<file path="src/jlp_pkg.sv">
// Purpose: constants for the receive link parameter register bank
// Assumes: 12-bit register address, 8-bit data
// Notes: reset values are the mode 4 settings (four lanes, one octet)
package jlp_pkg;
  localparam int unsigned ADDR_W = 12;
  localparam int unsigned DATA_W = 8;
  localparam int unsigned NUM_LANES = 8;
  localparam int unsigned NUM_REGS = 11;
  localparam logic [11:0] OFS_SCR_LANES = 12'h453;
  localparam logic [11:0] OFS_OCT_M1 = 12'h454;
  localparam logic [11:0] OFS_FRM_MF = 12'h455;
  localparam logic [11:0] OFS_CONV = 12'h456;
  localparam logic [11:0] OFS_RES = 12'h457;
  localparam logic [11:0] OFS_SUBCL = 12'h458;
  localparam logic [11:0] OFS_VER = 12'h459;
  localparam logic [11:0] OFS_DENS = 12'h45a;
  localparam logic [11:0] OFS_DESKEW = 12'h46c;
  localparam logic [11:0] OFS_OCT_DIR = 12'h476;
  localparam logic [11:0] OFS_LANE_EN = 12'h47d;
  localparam int unsigned BIT_SCR_EN = 7;
  localparam int unsigned BIT_HD = 7;
  localparam int unsigned FLD5_MSB = 4;
  localparam int unsigned SUBCL_LSB = 5;
  localparam int unsigned MODE_DUAL_MIN = 4;
  localparam logic [7:0] RST_SCR_LANES = 8'h03;
  localparam logic [7:0] RST_OCT_M1 = 8'h00;
  localparam logic [7:0] RST_FRM_MF = 8'h1f;
  localparam logic [7:0] RST_CONV = 8'h01;
  localparam logic [7:0] RST_RES = 8'h0f;
  localparam logic [7:0] RST_SUBCL = 8'h0f;
  localparam logic [7:0] RST_VER = 8'h20;
  localparam logic [7:0] RST_DENS = 8'h80;
  localparam logic [7:0] RST_DESKEW = 8'h0f;
  localparam logic [7:0] RST_OCT_DIR = 8'h01;
  localparam logic [7:0] RST_LANE_EN = 8'h0f;
  localparam logic [3:0] MODE_NONE = 4'hf;
endpackage

</file>
<file path="src/jlp_link_param_regs.sv">
// Purpose: receive link parameter register bank with decoded controls
// Assumes: programming port delivers one-cycle write/read strobes on clk_i
// Notes: read data registered, one cycle after the read strobe
`timescale 1ns/1ps
`default_nettype none
module jlp_link_param_regs (
  input wire logic clk_i,
  input wire logic srst_i,
  input wire logic wr_en_i,
  input wire logic rd_en_i,
  input wire logic [jlp_pkg::ADDR_W-1:0] addr_i,
  input wire logic [jlp_pkg::DATA_W-1:0] wdata_i,
  input wire logic dual_link_i,
  output logic [jlp_pkg::DATA_W-1:0] rdata_o,
  output logic rvalid_o,
  output logic descramble_en_o,
  output logic [4:0] lanes_m1_o,
  output logic [7:0] octets_m1_o,
  output logic [7:0] octets_direct_o,
  output logic [4:0] frames_mf_m1_o,
  output logic [7:0] converters_m1_o,
  output logic [2:0] subclass_o,
  output logic [4:0] samples_m1_o,
  output logic high_density_o,
  output logic [jlp_pkg::NUM_LANES-1:0] deskew_mask_o,
  output logic [jlp_pkg::NUM_LANES-1:0] lane_en_o,
  output logic [3:0] mode_o,
  output logic mode_ok_o,
  output logic cfg_consistent_o
);
  import jlp_pkg::*;

  typedef struct packed {
    logic [7:0] scr_lanes;
    logic [7:0] oct_m1;
    logic [7:0] frm_mf;
    logic [7:0] conv;
    logic [7:0] res;
    logic [7:0] subcl;
    logic [7:0] ver;
    logic [7:0] dens;
    logic [7:0] deskew;
    logic [7:0] oct_dir;
    logic [7:0] lane_en;
    logic [7:0] rdata;
    logic rvalid;
  } jlp_state_s;

  jlp_state_s state_ff;
  jlp_state_s nxt_state;
  logic [3:0] dec_mode;
  logic dec_ok;

  function automatic logic hit(input logic [ADDR_W-1:0] a, input logic [ADDR_W-1:0] ofs);
    return a == ofs;
  endfunction

  always_comb begin
    nxt_state = state_ff;
    nxt_state.rvalid = rd_en_i;
    if (wr_en_i) begin
      if (hit(addr_i, OFS_SCR_LANES)) nxt_state.scr_lanes = wdata_i;
      if (hit(addr_i, OFS_OCT_M1)) nxt_state.oct_m1 = wdata_i;
      if (hit(addr_i, OFS_FRM_MF)) nxt_state.frm_mf = wdata_i;
      if (hit(addr_i, OFS_CONV)) nxt_state.conv = wdata_i;
      if (hit(addr_i, OFS_RES)) nxt_state.res = wdata_i;
      if (hit(addr_i, OFS_SUBCL)) nxt_state.subcl = wdata_i;
      if (hit(addr_i, OFS_VER)) nxt_state.ver = wdata_i;
      if (hit(addr_i, OFS_DENS)) nxt_state.dens = wdata_i;
      if (hit(addr_i, OFS_DESKEW)) nxt_state.deskew = wdata_i;
      if (hit(addr_i, OFS_OCT_DIR)) nxt_state.oct_dir = wdata_i;
      if (hit(addr_i, OFS_LANE_EN)) nxt_state.lane_en = wdata_i;
    end
    // read returns stored byte; unmapped addresses read zero
    if (rd_en_i) begin
      unique case (addr_i)
        OFS_SCR_LANES: nxt_state.rdata = state_ff.scr_lanes;
        OFS_OCT_M1: nxt_state.rdata = state_ff.oct_m1;
        OFS_FRM_MF: nxt_state.rdata = state_ff.frm_mf;
        OFS_CONV: nxt_state.rdata = state_ff.conv;
        OFS_RES: nxt_state.rdata = state_ff.res;
        OFS_SUBCL: nxt_state.rdata = state_ff.subcl;
        OFS_VER: nxt_state.rdata = state_ff.ver;
        OFS_DENS: nxt_state.rdata = state_ff.dens;
        OFS_DESKEW: nxt_state.rdata = state_ff.deskew;
        OFS_OCT_DIR: nxt_state.rdata = state_ff.oct_dir;
        OFS_LANE_EN: nxt_state.rdata = state_ff.lane_en;
        default: nxt_state.rdata = 8'h00;
      endcase
    end
  end

  always_ff @(posedge clk_i) begin
    if (srst_i) begin
      state_ff.scr_lanes <= RST_SCR_LANES;
      state_ff.oct_m1 <= RST_OCT_M1;
      state_ff.frm_mf <= RST_FRM_MF;
      state_ff.conv <= RST_CONV;
      state_ff.res <= RST_RES;
      state_ff.subcl <= RST_SUBCL;
      state_ff.ver <= RST_VER;
      state_ff.dens <= RST_DENS;
      state_ff.deskew <= RST_DESKEW;
      state_ff.oct_dir <= RST_OCT_DIR;
      state_ff.lane_en <= RST_LANE_EN;
      state_ff.rdata <= 8'h00;
      state_ff.rvalid <= 1'b0;
    end else begin
      state_ff <= nxt_state;
    end
  end

  assign rdata_o = state_ff.rdata;
  assign rvalid_o = state_ff.rvalid;
  assign descramble_en_o = state_ff.scr_lanes[BIT_SCR_EN];
  assign lanes_m1_o = state_ff.scr_lanes[FLD5_MSB:0];
  assign octets_m1_o = state_ff.oct_m1;
  assign octets_direct_o = state_ff.oct_dir;
  assign frames_mf_m1_o = state_ff.frm_mf[FLD5_MSB:0];
  assign converters_m1_o = state_ff.conv;
  assign subclass_o = state_ff.subcl[DATA_W-1:SUBCL_LSB];
  assign samples_m1_o = state_ff.ver[FLD5_MSB:0];
  assign high_density_o = state_ff.dens[BIT_HD];
  assign deskew_mask_o = state_ff.deskew;
  assign lane_en_o = state_ff.lane_en;

  jlp_mode_decode u_mode (
    .lanes_m1_i(state_ff.scr_lanes[FLD5_MSB:0]),
    .oct_m1_i(state_ff.oct_m1),
    .conv_m1_i(state_ff.conv),
    .samp_m1_i(state_ff.ver[FLD5_MSB:0]),
    .dual_link_i(dual_link_i),
    .mode_o(dec_mode),
    .mode_ok_o(dec_ok)
  );
  assign mode_o = dec_mode;
  assign mode_ok_o = dec_ok;

  // flags host-side slips; the block still runs with what was written
  assign cfg_consistent_o = (state_ff.oct_dir == state_ff.oct_m1 + 8'h01)
    && (state_ff.res == RST_RES)
    && (state_ff.subcl[FLD5_MSB:0] == RST_SUBCL[FLD5_MSB:0])
    && (state_ff.ver[DATA_W-1:SUBCL_LSB] == RST_VER[DATA_W-1:SUBCL_LSB])
    && (state_ff.dens[FLD5_MSB:0] == 5'h00);
endmodule // jlp_link_param_regs
`default_nettype wire

</file>
<file path="src/jlp_mode_decode.sv">
// Purpose: recognise which of modes 3 to 6 the parameter set describes
// Assumes: inputs come from registers on the same clock
// Notes: purely combinational; unknown sets report no mode
`timescale 1ns/1ps
`default_nettype none
module jlp_mode_decode (
  input wire logic [4:0] lanes_m1_i,
  input wire logic [7:0] oct_m1_i,
  input wire logic [7:0] conv_m1_i,
  input wire logic [4:0] samp_m1_i,
  input wire logic dual_link_i,
  output logic [3:0] mode_o,
  output logic mode_ok_o
);
  import jlp_pkg::*;
  always_comb begin
    mode_o = MODE_NONE;
    if (lanes_m1_i == 5'h01 && oct_m1_i == 8'h03 && conv_m1_i == 8'h03) begin
      mode_o = 4'h3;
    end else if (lanes_m1_i == 5'h03 && oct_m1_i == 8'h00 && conv_m1_i == 8'h01) begin
      mode_o = 4'h4;
    end else if (lanes_m1_i == 5'h03 && oct_m1_i == 8'h01 && conv_m1_i == 8'h01 && samp_m1_i == 5'h01) begin
      mode_o = 4'h5;
    end else if (lanes_m1_i == 5'h01 && oct_m1_i == 8'h01 && conv_m1_i == 8'h01 && samp_m1_i == 5'h00) begin
      mode_o = 4'h6;
    end
    // low modes only run single link
    mode_ok_o = (mode_o != MODE_NONE) && (!dual_link_i || mode_o >= 4'(MODE_DUAL_MIN));
  end
endmodule // jlp_mode_decode
`default_nettype wire

</file>
<file path="config.mk">
export PLATFORM = sky130hd
export DESIGN_NAME = jlp_link_param_regs
export DESIGN_NICKNAME = d
export VERILOG_FILES = /design/src/jlp_pkg.sv /design/src/jlp_link_param_regs.sv /design/src/jlp_mode_decode.sv
export SDC_FILE = /design/constraint.sdc
export NUM_CORES = 1
export LEC_CHECK = 0
export ABC_CLOCK_PERIOD_IN_PS = 5400
export BUFFER_PORTS_ARGS = -buffer_cell sky130_fd_sc_hd__buf_2
export CAP_MARGIN = 20
export CELL_PAD_IN_SITES_DETAIL_PLACEMENT = 0
export CELL_PAD_IN_SITES_GLOBAL_PLACEMENT = 2
export CORE_UTILIZATION = 37
export CTS_BUF_LIST = sky130_fd_sc_hd__clkbuf_8
export CTS_CLUSTER_SIZE = 40
export DETAILED_ROUTE_END_ITERATION = 10
export PLACE_DENSITY_LB_ADDON = 0.1
export RECOVER_POWER = 25
export SYNTH_ARGS = -nofsm -noshare
export SYNTH_HDL_FRONTEND = slang
export SYNTH_HIERARCHICAL = 1
export SYNTH_SLANG_ARGS = --single-unit
</file>
<file path="constraint.sdc">
create_clock -name clk_i -period 5.4 [get_ports clk_i]
set_input_delay 1.08 -clock clk_i [delete_from_list [all_inputs] [get_ports clk_i]]
set_output_delay 1.08 -clock clk_i [all_outputs]
set_load 0.01 [all_outputs]
</file>
==> results.json, run 1 <==
{
  "status": "complete, but fails checks",
  "violations": "capacitance limit, slew limit",
  "die_x_um": 127,
  "antenna_found_initial": 0,
  "post_cts_buffers": 0,
  "drt_iter0_drc": 553,
  "place_area_sq_um": 5930,
  "clock_skew_ns": 0.0117,
  "start_util_pct": 38.2,
  "synth.distinct_cells": 72,
  "grt_start_max_net_pins": 39,
  "area_growth_pct": 3.74,
  "p_comb_share_pct": 8.5,
  "grt_overflow_total": 0,
  "async_reset_ff_share_pct": 0,
  "grt_pass1_wl_um": 30900,
  "clockPowerShare_pct": 34.7,
  "wl_per_cell_um": 22.7,
  "grt_setup_unrepaired": "false",
  "crit_chain": "ha_1 > xor2_1 > nor3_1 > nand4b_1 > or4_1 > a211oi_1 > buf_2",
  "grt_usage_pct": 26.0,
  "clk_pin_slew_ns": 0.10,
  "cts_resized": 0,
  "final_area_sq_um": 6040,
  "slew_headroom_pct": -23.4,
  "syn_area_sq_um": 5820,
  "grt_pass1_vias": 4799,
  "rows": 45,
  "cts_tree": "done",
  "setup.worst_path.class": "flip-flop to output pin",
  "clk_path_buf_depth": 2,
  "synth_top_family_by_area": "simple AND/OR/NAND/NOR gates",
  "io_buffers": 99,
  "cp_max_fo": 12,
  "crit_arrival_ns": 2.70,
  "clock.fmax_mhz": 264,
  "seqPwrFrac_pct": 56.7,
  "timing.final.hold_violations": 0,
  "drc": 0,
  "yosysSeqAreaShare_pct": 33.3,
  "holdBufCountCts": 0,
  "ys.flop_type": "dfxtp_1",
  "power.density_nw_per_um2": 209,
  "drive_above_1_share_pct": 14.9,
  "crit_family": "simple AND/OR/NAND/NOR gates",
  "syn_avg_cell_area_sq_um": 8.46,
  "yosysTopAreaCell": "dfxtp_1",
  "dp.final_hpwl_um": 15000,
  "cp-start-kind": "flip-flop",
  "dp_cells": 892,
  "final_common_cell": "dfxtp_1",
  "vdd_drop_max_uv": 122,
  "synthCells": 688,
  "vias": 5091,
  "dr.pass1.iters": 5,
  "h-tree-depth": 3,
  "hold_class": "flip-flop to flip-flop",
  "crit_buf_inv": 1,
  "tns_ns": 0,
  "intPower_uw": 910,
  "diodes": 0,
  "clockRootBuffer": "clkbuf_8",
  "synth_area_leaders": "dfxtp_1 (33%), mux2i_1 (12%), buf_4 (8.5%)",
  "cts_made_buffers": 9,
  "post-route-period-util_pct": 70.1,
  "worstMarginPinSlew_ns": 1.85,
  "drt_wl_total_um": 20600,
  "leakage_nw": 2.14,
  "p_sw_uw": 351,
  "syn_nets": 714,
  "fillers": 1633,
  "slowest_stage": "dfxtp_1",
  "slew_violations": 39,
  "clk_latency_ns": 0.39,
  "core_area_sq_um": 15300,
  "die_h_um": 127,
  "gp_congestion": 0.940,
  "required_ns": 4.32,
  "cp-end-kind": "output pin",
  "setup_viol": 0,
  "dieArea_sq_um": 16200,
  "synth_top_area_share_pct": 33.3,
  "ys_ff_latch": 97,
  "layout_min_cycle_time_ns": 3.78,
  "crit_path_max_incr_delay_ns": 0.68,
  "clock-sinks": 97,
  "synth_fa_ha_area_share_pct": 0.215,
  "drv_cap": 1,
  "synth_warnings": 6,
  "p_sw_share_pct": 27.8,
  "instances_no_fill": 908,
  "muxShareOfSynthArea_pct": 12.4,
  "synth-simple-area-share_pct": 26.1,
  "io_pins": 100,
  "synth_edf_count": 0,
  "vias_per_cell": 5.61,
  "final_cell_mix": "dfxtp_1 (97), nand2_1 (92), mux2i_1 (69), nor2_1 (60), buf_2 (57)",
  "synth_compound_area_share_pct": 14.5,
  "finalNetCount": 718,
  "ant_nets": 0,
  "synthXorXnorAreaFrac_pct": 1.50
}
## through the flow
stage	power [mW]	hold slack, ns	util [%]	setup WS (ns)
after floorplan	0.799	0.454	-	2.42
after global placement	0.839	0.476	38.9	2.05
after detailed placement	0.839	0.485	38.9	2.05
after CTS	1.27	0.509	40.0	1.62
after global routing	1.31	0.535	39.6	1.50
final	1.26	0.507	39.6	1.62
## final timing paths
kind / startpoint / end / slack [ns] / depth (start not counted)
max: octets_m1_o[0]$_SDFFE_PP0P_ / cfg_consistent_o / 1.62 / 7
min reg2reg: state_ff[38]$_SDFFE_PP0P_ / state_ff[38]$_SDFFE_PP0P_ / 0.51 / 2
min: state_ff[38]$_SDFFE_PP0P_ / state_ff[38]$_SDFFE_PP0P_ / 0.51 / 2
max reg2reg: state_ff[51]$_SDFFE_PP1P_ / rdata_o[2]$_SDFFE_PP0P_ / 3.71 / 5
## flip-flops by register name, summed over array words and instances, names as in the netlist
| register | flops |
|---|---|
| lanes_m1_o | 5 |
| samples_m1_o | 5 |
| rvalid_o | 1 |
| subclass_o | 3 |
| deskew_mask_o | 8 |
| lane_en_o | 8 |
| state_ff | 28 |
| rdata_o | 8 |
| octets_direct_o | 8 |
| descramble_en_o | 1 |
| converters_m1_o | 8 |
| octets_m1_o | 8 |
| frames_mf_m1_o | 5 |
| high_density_o | 1 |
## final cells by class
| type | instances | area (sq um) | share of cell area [%] |
|---|---|---|---|
| well taps | 211 | 264 | 4.37 |
| multi-input cells | 477 | 3190 | 52.8 |
| inverters | 6 | 22.5 | 0.373 |
| clock inverters | 7 | 45.0 | 0.746 |
| repair buffers | 101 | 454 | 7.52 |
| flip-flops and latches | 97 | 1940 | 32.1 |
| clock buffers | 9 | 124 | 2.05 |
## cell families (layout without fill, tap and decap cells)
kind of cell / count (synthesis) / in the layout
flops: 97 / 97
fa+ha+maj: 1 / 1
mux: 72 / 72
compound gates: 117 / 117
simple gates: 277 / 277
buf+inv: 114 / 123
xor+xnor: 10 / 10
## Yosys cell counts, types with 6 or more instances
cell	count
a211oi_1	6
a21oi_1	35
a22o_1	6
a22oi_1	10
and3_1	7
buf_2	13
buf_4	66
clkbuf_1	28
dfxtp_1	97
mux2i_1	69
nand2_1	92
nand2b_1	9
nand3_1	21
nand3b_1	8
nand4_1	6
nor2_1	60
nor2b_1	15
nor3_1	8
o21ai_0	14
xnor2_1	7
## worst min-delay path, stage by stage, from the launching register on
cell and delay [ns]:
dfxtp_1 0.34, mux2i_1 0.06, nor2_1 0.07
## layer usage
| layer | part of all wire (%) | vias up | track usage, % |
|---|---|---|---|
| met1 | 47 | 2506 | 36.6 |
| li1 | - | 2384 | - |
| met5 | 0 | - | 0 |
| met2 | 47 | 184 | 41.5 |
| met4 | 1.1 | 0 | 6.30 |
| met3 | 5.5 | 17 | 3.94 |
## power groups by stage
stage | sequential [mW] | clock (mW) | combinational, mW
after floorplan | 0.732 | 0 | 0.0667
after global placement | 0.732 | 0 | 0.107
after detailed placement | 0.732 | 0 | 0.107
after CTS | 0.715 | 0.451 | 0.107
after global routing | 0.716 | 0.482 | 0.114
final | 0.715 | 0.437 | 0.108
(Power assumes the default switching activity.)
==> run 2, diff against run 1 <==
- ABC_AREA: default -> 1
- ABC_CLOCK_PERIOD_IN_PS: 5400 -> 3910
- CORE_UTILIZATION: 37 -> 32
- clock period: 5.4 -> 3.91 ns (I/O delays scaled with it)
==> results.json, run 2 <==
{
  "status": "complete, no violations",
  "finalNetCount": 793,
  "pre_cts_slack_ns": 1.06,
  "vdd_drop_max_uv": 131,
  "clk_pin_slew_ns": 0.10,
  "drt_wl_total_um": 19000,
  "layout_setup_ws_ns": 1.08,
  "area_growth_pct": 5.52,
  "final_area_sq_um": 5670,
  "yosys.cell_count.top_type": "nand2_1",
  "diodes": 0,
  "setup_viol": 0,
  "syn_nets": 774,
  "synthCells": 748,
  "clock_skew_ns": 0.0174,
  "post_cts_buffers": 0,
  "die_x_um": 132,
  "clockRootBuffer": "clkbuf_8",
  "antenna_found_initial": 0,
  "yosysSeqAreaShare_pct": 36.1,
  "required_ns": 3.13,
  "core_area_sq_um": 16500,
  "largest-register": "state_ff",
  "ys.flop_type": "dfxtp_1",
  "post-route-period-util_pct": 72.5,
  "drt_iter0_drc": 299,
  "final_cell_mix": "nand2_1 (116), dfxtp_1 (97), nor2_1 (86), nand3_1 (81), buf_2 (56)",
  "power.density_nw_per_um2": 315,
  "gp_congestion": 0.836,
  "start_util_pct": 32.6,
  "io_pins": 100,
  "ant_nets": 0,
  "cp_max_fo": 9,
  "slowest_stage": "dfxtp_1",
  "tns_ns": 0,
  "grt_setup_unrepaired": "false",
  "worstMarginPinSlew_ns": 0.747,
  "clock-sinks": 97,
  "grt_pass1_vias": 4766,
  "dr.pass1.iters": 5,
  "holdBufCountCts": 0,
  "crit_arrival_ns": 2.05,
  "p_comb_share_pct": 6.0,
  "cp-end-kind": "output pin",
  "clock.fmax_mhz": 353,
  "io_buffers": 99,
  "dp.final_hpwl_um": 13700,
  "hold_class": "flip-flop to flip-flop",
  "yosysTopAreaCell": "dfxtp_1",
  "grt_start_max_net_pins": 63,
  "leakage_nw": 2.55,
  "timing.final.hold_violations": 0,
  "clk_path_buf_depth": 2,
  "cts_made_buffers": 9,
  "intPower_mw": 1.32,
  "netlist_top_cells_count": "nand2_1 (116), dfxtp_1 (97), nor2_1 (86)",
  "synth_top_area_share_pct": 36.1,
  "setup.worst_path.class": "flip-flop to output pin",
  "cts_tree": "done",
  "place_area_sq_um": 5530,
  "wl_per_cell_um": 19.1,
  "drive_above_1_share_pct": 13.9,
  "drc": 0,
  "clockPowerShare_pct": 38.6,
  "final_common_cell": "nand2_1",
  "crit_path_max_incr_delay_ns": 0.56,
  "cts_resized": 0,
  "largest_reg_flops": 28,
  "slew_headroom_pct": 50.1,
  "syn_area_sq_um": 5380,
  "layout_min_cycle_time_ns": 2.83,
  "crit_chain": "xnor2_1 > nor2_1 > nand3_1 > nor2_1 > nand3_1 > nor3_1 > buf_2",
  "cp-start-kind": "flip-flop",
  "h-tree-depth": 3,
  "seqPwrFrac_pct": 55.3,
  "syn_avg_cell_area_sq_um": 7.19,
  "vias_per_cell": 5.16,
  "slew_violations": 0,
  "synth_area_leaders": "dfxtp_1 (36%), buf_4 (10%), nand2_1 (8.1%)",
  "dieArea_sq_um": 17300,
  "rows": 47,
  "clk_latency_ns": 0.39,
  "synth.distinct_cells": 34,
  "synth_warnings": 6,
  "ys_ff_latch": 97,
  "grt_usage_pct": 22.1,
  "p_sw_uw": 467,
  "grt_pass1_wl_um": 28700,
  "async_reset_ff_share_pct": 0,
  "grt_overflow_total": 0,
  "die_h_um": 132,
  "drv_cap": 0,
  "vias": 5122,
  "p_sw_share_pct": 26.2,
  "synth_edf_count": 0
}
[run 2: cell count changes after synthesis, sizes merged, moves of 21 or more]
cell	delta
mux2i	-69
nand3	+61
nor2	+45
inv	+33
o21ai	+33
nand2	+26
nand4	+25
o211ai	+21
[run 2: stage by stage]
stage / util, % / hold WS, ns / power, mW / instances
floorplan: - / 0.430 / 1.07 / 748
global placement: 33.6 / 0.456 / 1.12 / 976
detailed placement: 33.6 / 0.451 / 1.12 / 976
CTS: 34.8 / 0.466 / 1.80 / 992
global route: 34.4 / 0.502 / 1.85 / 992
finish: 34.4 / 0.466 / 1.79 / 992
[run 2: kinds of logic (layout without fill, tap and decap cells)]
kind of cell	Yosys count	count (layout)	share of synthesized area [%]
flops	97	97	36.1
buf+inv	144	168	15.5
compound gates	144	144	15.4
xor+xnor	13	13	2.12
simple gates	349	349	30.6
fa+ha+maj	1	1	0.233
[run 2: final cells by class]
type | instances | area (sq um)
inverter | 48 | 180
tap | 220 | 275
clock inverter | 6 | 58.8
timing repair buffer | 104 | 479
fill | 1855 | 10800
clock buffer | 10 | 138
multi-input combinational | 507 | 2600
sequential | 97 | 1940
[run 2: path summary, 6_finish.rpt]
path | to | slack (ns) | start | depth (start not counted)
max | cfg_consistent_o | 1.08 | octets_m1_o[0]$_SDFFE_PP0P_ | 7
min | state_ff[95]$_SDFFE_PP0P_ | 0.47 | state_ff[95]$_SDFFE_PP0P_ | 2
max reg2reg | rdata_o[1]$_SDFFE_PP0P_ | 2.71 | octets_direct_o[1]$_SDFFE_PP0P_ | 6
min reg2reg | state_ff[95]$_SDFFE_PP0P_ | 0.47 | state_ff[95]$_SDFFE_PP0P_ | 2
[run 2: metal layers]
metal	global-route usage, %	share of wire (%)
met1	30.0	47
met2	35.7	47
met3	2.89	4.1
met4	7.95	2.1
met5	0	0
[run 2: power groups by stage]
stage          logic [mW]  registers (mW)  clock network [mW]
2_1_floorplan      0.0583            1.01                   0
3_5_place_dp        0.109            1.01                   0
5_1_grt             0.117           0.989               0.749
3_3_place_gp        0.108            1.01                   0
6_report            0.108           0.988               0.690
4_1_cts             0.109           0.988               0.707
[run 2: critical path: cells and delay by family, from the launching register on]
kind	cells	cell delay, ns
simple gates	5	0.75
xor+xnor	1	0.19
flops	1	0.56
buf+inv	1	0.15
==> run 3, diff against run 2 <==
- ABC_AREA: 1 -> 0
- ABC_CLOCK_PERIOD_IN_PS: 3910 -> 2700
- CORE_UTILIZATION: 32 -> 35
- clock period: 3.91 -> 2.7 ns (I/O delays scaled with it)
==> results.json, run 3 (synthesized netlist as in run 1, its figures left out) <==
{
  "status": "complete, but fails checks",
  "violations": "setup timing",
  "grt_usage_pct": 25.5,
  "grt_pass1_wl_um": 31200,
  "largest_reg_flops": 28,
  "ant_nets": 0,
  "final_cell_mix": "dfxtp_1 (95), nand2_1 (92), mux2i_1 (69), nor2_1 (60), buf_2 (58)",
  "final_common_cell": "dfxtp_1",
  "core_area_sq_um": 16100,
  "rows": 46,
  "clock.fmax_mhz": 362,
  "tns_ns": -0.0659,
  "clk_pin_slew_ns": 0.09,
  "drive_above_1_share_pct": 20.1,
  "die_x_um": 131,
  "timing.final.hold_violations": 0,
  "h-tree-depth": 3,
  "grt_setup_unrepaired": "true",
  "hold_ws_ns": 0.504,
  "cp_max_fo": 3,
  "drt_wl_total_um": 21100,
  "crit_buf_inv": 1,
  "holdBufCountCts": 0,
  "power.density_nw_per_um2": 405,
  "clk_path_buf_depth": 2,
  "grt_pass1_vias": 4804,
  "crit_chain": "nor4_2 > nand4_1 > or4_4 > a211oi_2 > buf_2",
  "slew_violations": 0,
  "grt_start_max_net_pins": 65,
  "drv_cap": 0,
  "wl_per_cell_um": 22.3,
  "vias_per_cell": 5.50,
  "slowest_stage": "or4_4",
  "layout_setup_ws_ns": -0.0659,
  "drc": 0,
  "clk_latency_ns": 0.39,
  "antenna_found_initial": 0,
  "largest-register": "state_ff",
  "start_util_pct": 36.3,
  "cp-start-kind": "flip-flop",
  "post-route-period-util_pct": 102,
  "setup.worst_path.class": "flip-flop to output pin",
  "clockRootBuffer": "clkbuf_8",
  "cts_made_buffers": 9,
  "crit_path_max_incr_delay_ns": 0.58,
  "layout_min_cycle_time_ns": 2.77,
  "clock_skew_ns": 0.00647,
  "crit_family": "simple AND/OR/NAND/NOR gates",
  "leakage_nw": 2.36,
  "setup_viol": 1,
  "gp_congestion": 0.894,
  "cp-end-kind": "output pin",
  "diodes": 0,
  "die_h_um": 131,
  "io_buffers": 99,
  "dieArea_sq_um": 17200,
  "worstMarginPinSlew_ns": 1.44,
  "required_ns": 2.16,
  "drt_iter0_drc": 388,
  "area_growth_pct": 10.1,
  "vias": 5204,
  "grt_overflow_total": 0,
  "hold_class": "flip-flop to flip-flop",
  "dp.final_hpwl_um": 15600,
  "clock-sinks": 97,
  "io_pins": 100,
  "cts_tree": "done",
  "finalNetCount": 752,
  "dr.pass1.iters": 4,
  "crit_arrival_ns": 2.23,
  "slew_headroom_pct": 3.99,
  "vdd_drop_max_uv": 240
}
run 3: per-stage QoR:
step                      power, mW  instances  cell area (sq um)  worst slack [ns]  utilization, %
after floorplan                1.60        688               5820             0.260               -
after global placement         1.70        931               6240             0.232            38.9
after detailed placement       1.70        931               6240             0.239            38.9
after CTS                      2.62        947               6460           -0.0380            40.2
after global routing           2.69        947               6410            -0.150            39.9
final                          2.60        947               6410           -0.0659            39.9
run 3: worst min-delay path, delay by kind of cell (launching register included):
family        cells  cell delay (ns)
flops             1             0.34
mux               1             0.06
simple gates      1             0.08
run 3: final cells by class:
class,count,area [sq um]
clock buffers,11,151
clock inverters,5,30.0
fillers,1692,9640
inverters,6,22.5
multi-input cells,477,3230
flip-flops and latches,97,1940
well taps,216,270
repair buffers,135,762
run 3: repair_timing:
item,in CTS,in global routing
pin swaps,4,0
resized for setup,7,2
gates cloned,0,0
buffers inserted,0,0
setup endpoints to repair,2,4
run 3: metal layers:
| metal | GRT usage (%) | up-vias | part of all wire (%) |
|---|---|---|---|
| met5 | 0 | - | 0 |
| met4 | 8.38 | 0 | 1.9 |
| met3 | 3.14 | 22 | 4.2 |
| met2 | 41.4 | 139 | 47 |
| met1 | 34.8 | 2589 | 47 |
| li1 | - | 2454 | - |
run 3: power by group:
part           leakage [nW]  switching [mW]  internal (mW)  total [mW]
clock network        0.0969           0.545          0.383       0.928
logic                  1.48           0.168         0.0680       0.236
registers             0.783        0.000381           1.43        1.43
total                  2.36           0.714           1.88        2.60
run 3: final timing paths:
check	start	endpoint	slack, ns	cells after the start
worst max-delay path	state_ff[33]$_SDFFE_PP0P_	cfg_consistent_o	-0.07	5
worst min-delay path	state_ff[38]$_SDFFE_PP0P_	state_ff[38]$_SDFFE_PP0P_	0.50	2
worst max register to register	samples_m1_o[2]$_SDFFE_PP0P_	rdata_o[2]$_SDFFE_PP0P_	1.05	5
worst min register to register	state_ff[38]$_SDFFE_PP0P_	state_ff[38]$_SDFFE_PP0P_	0.50	2
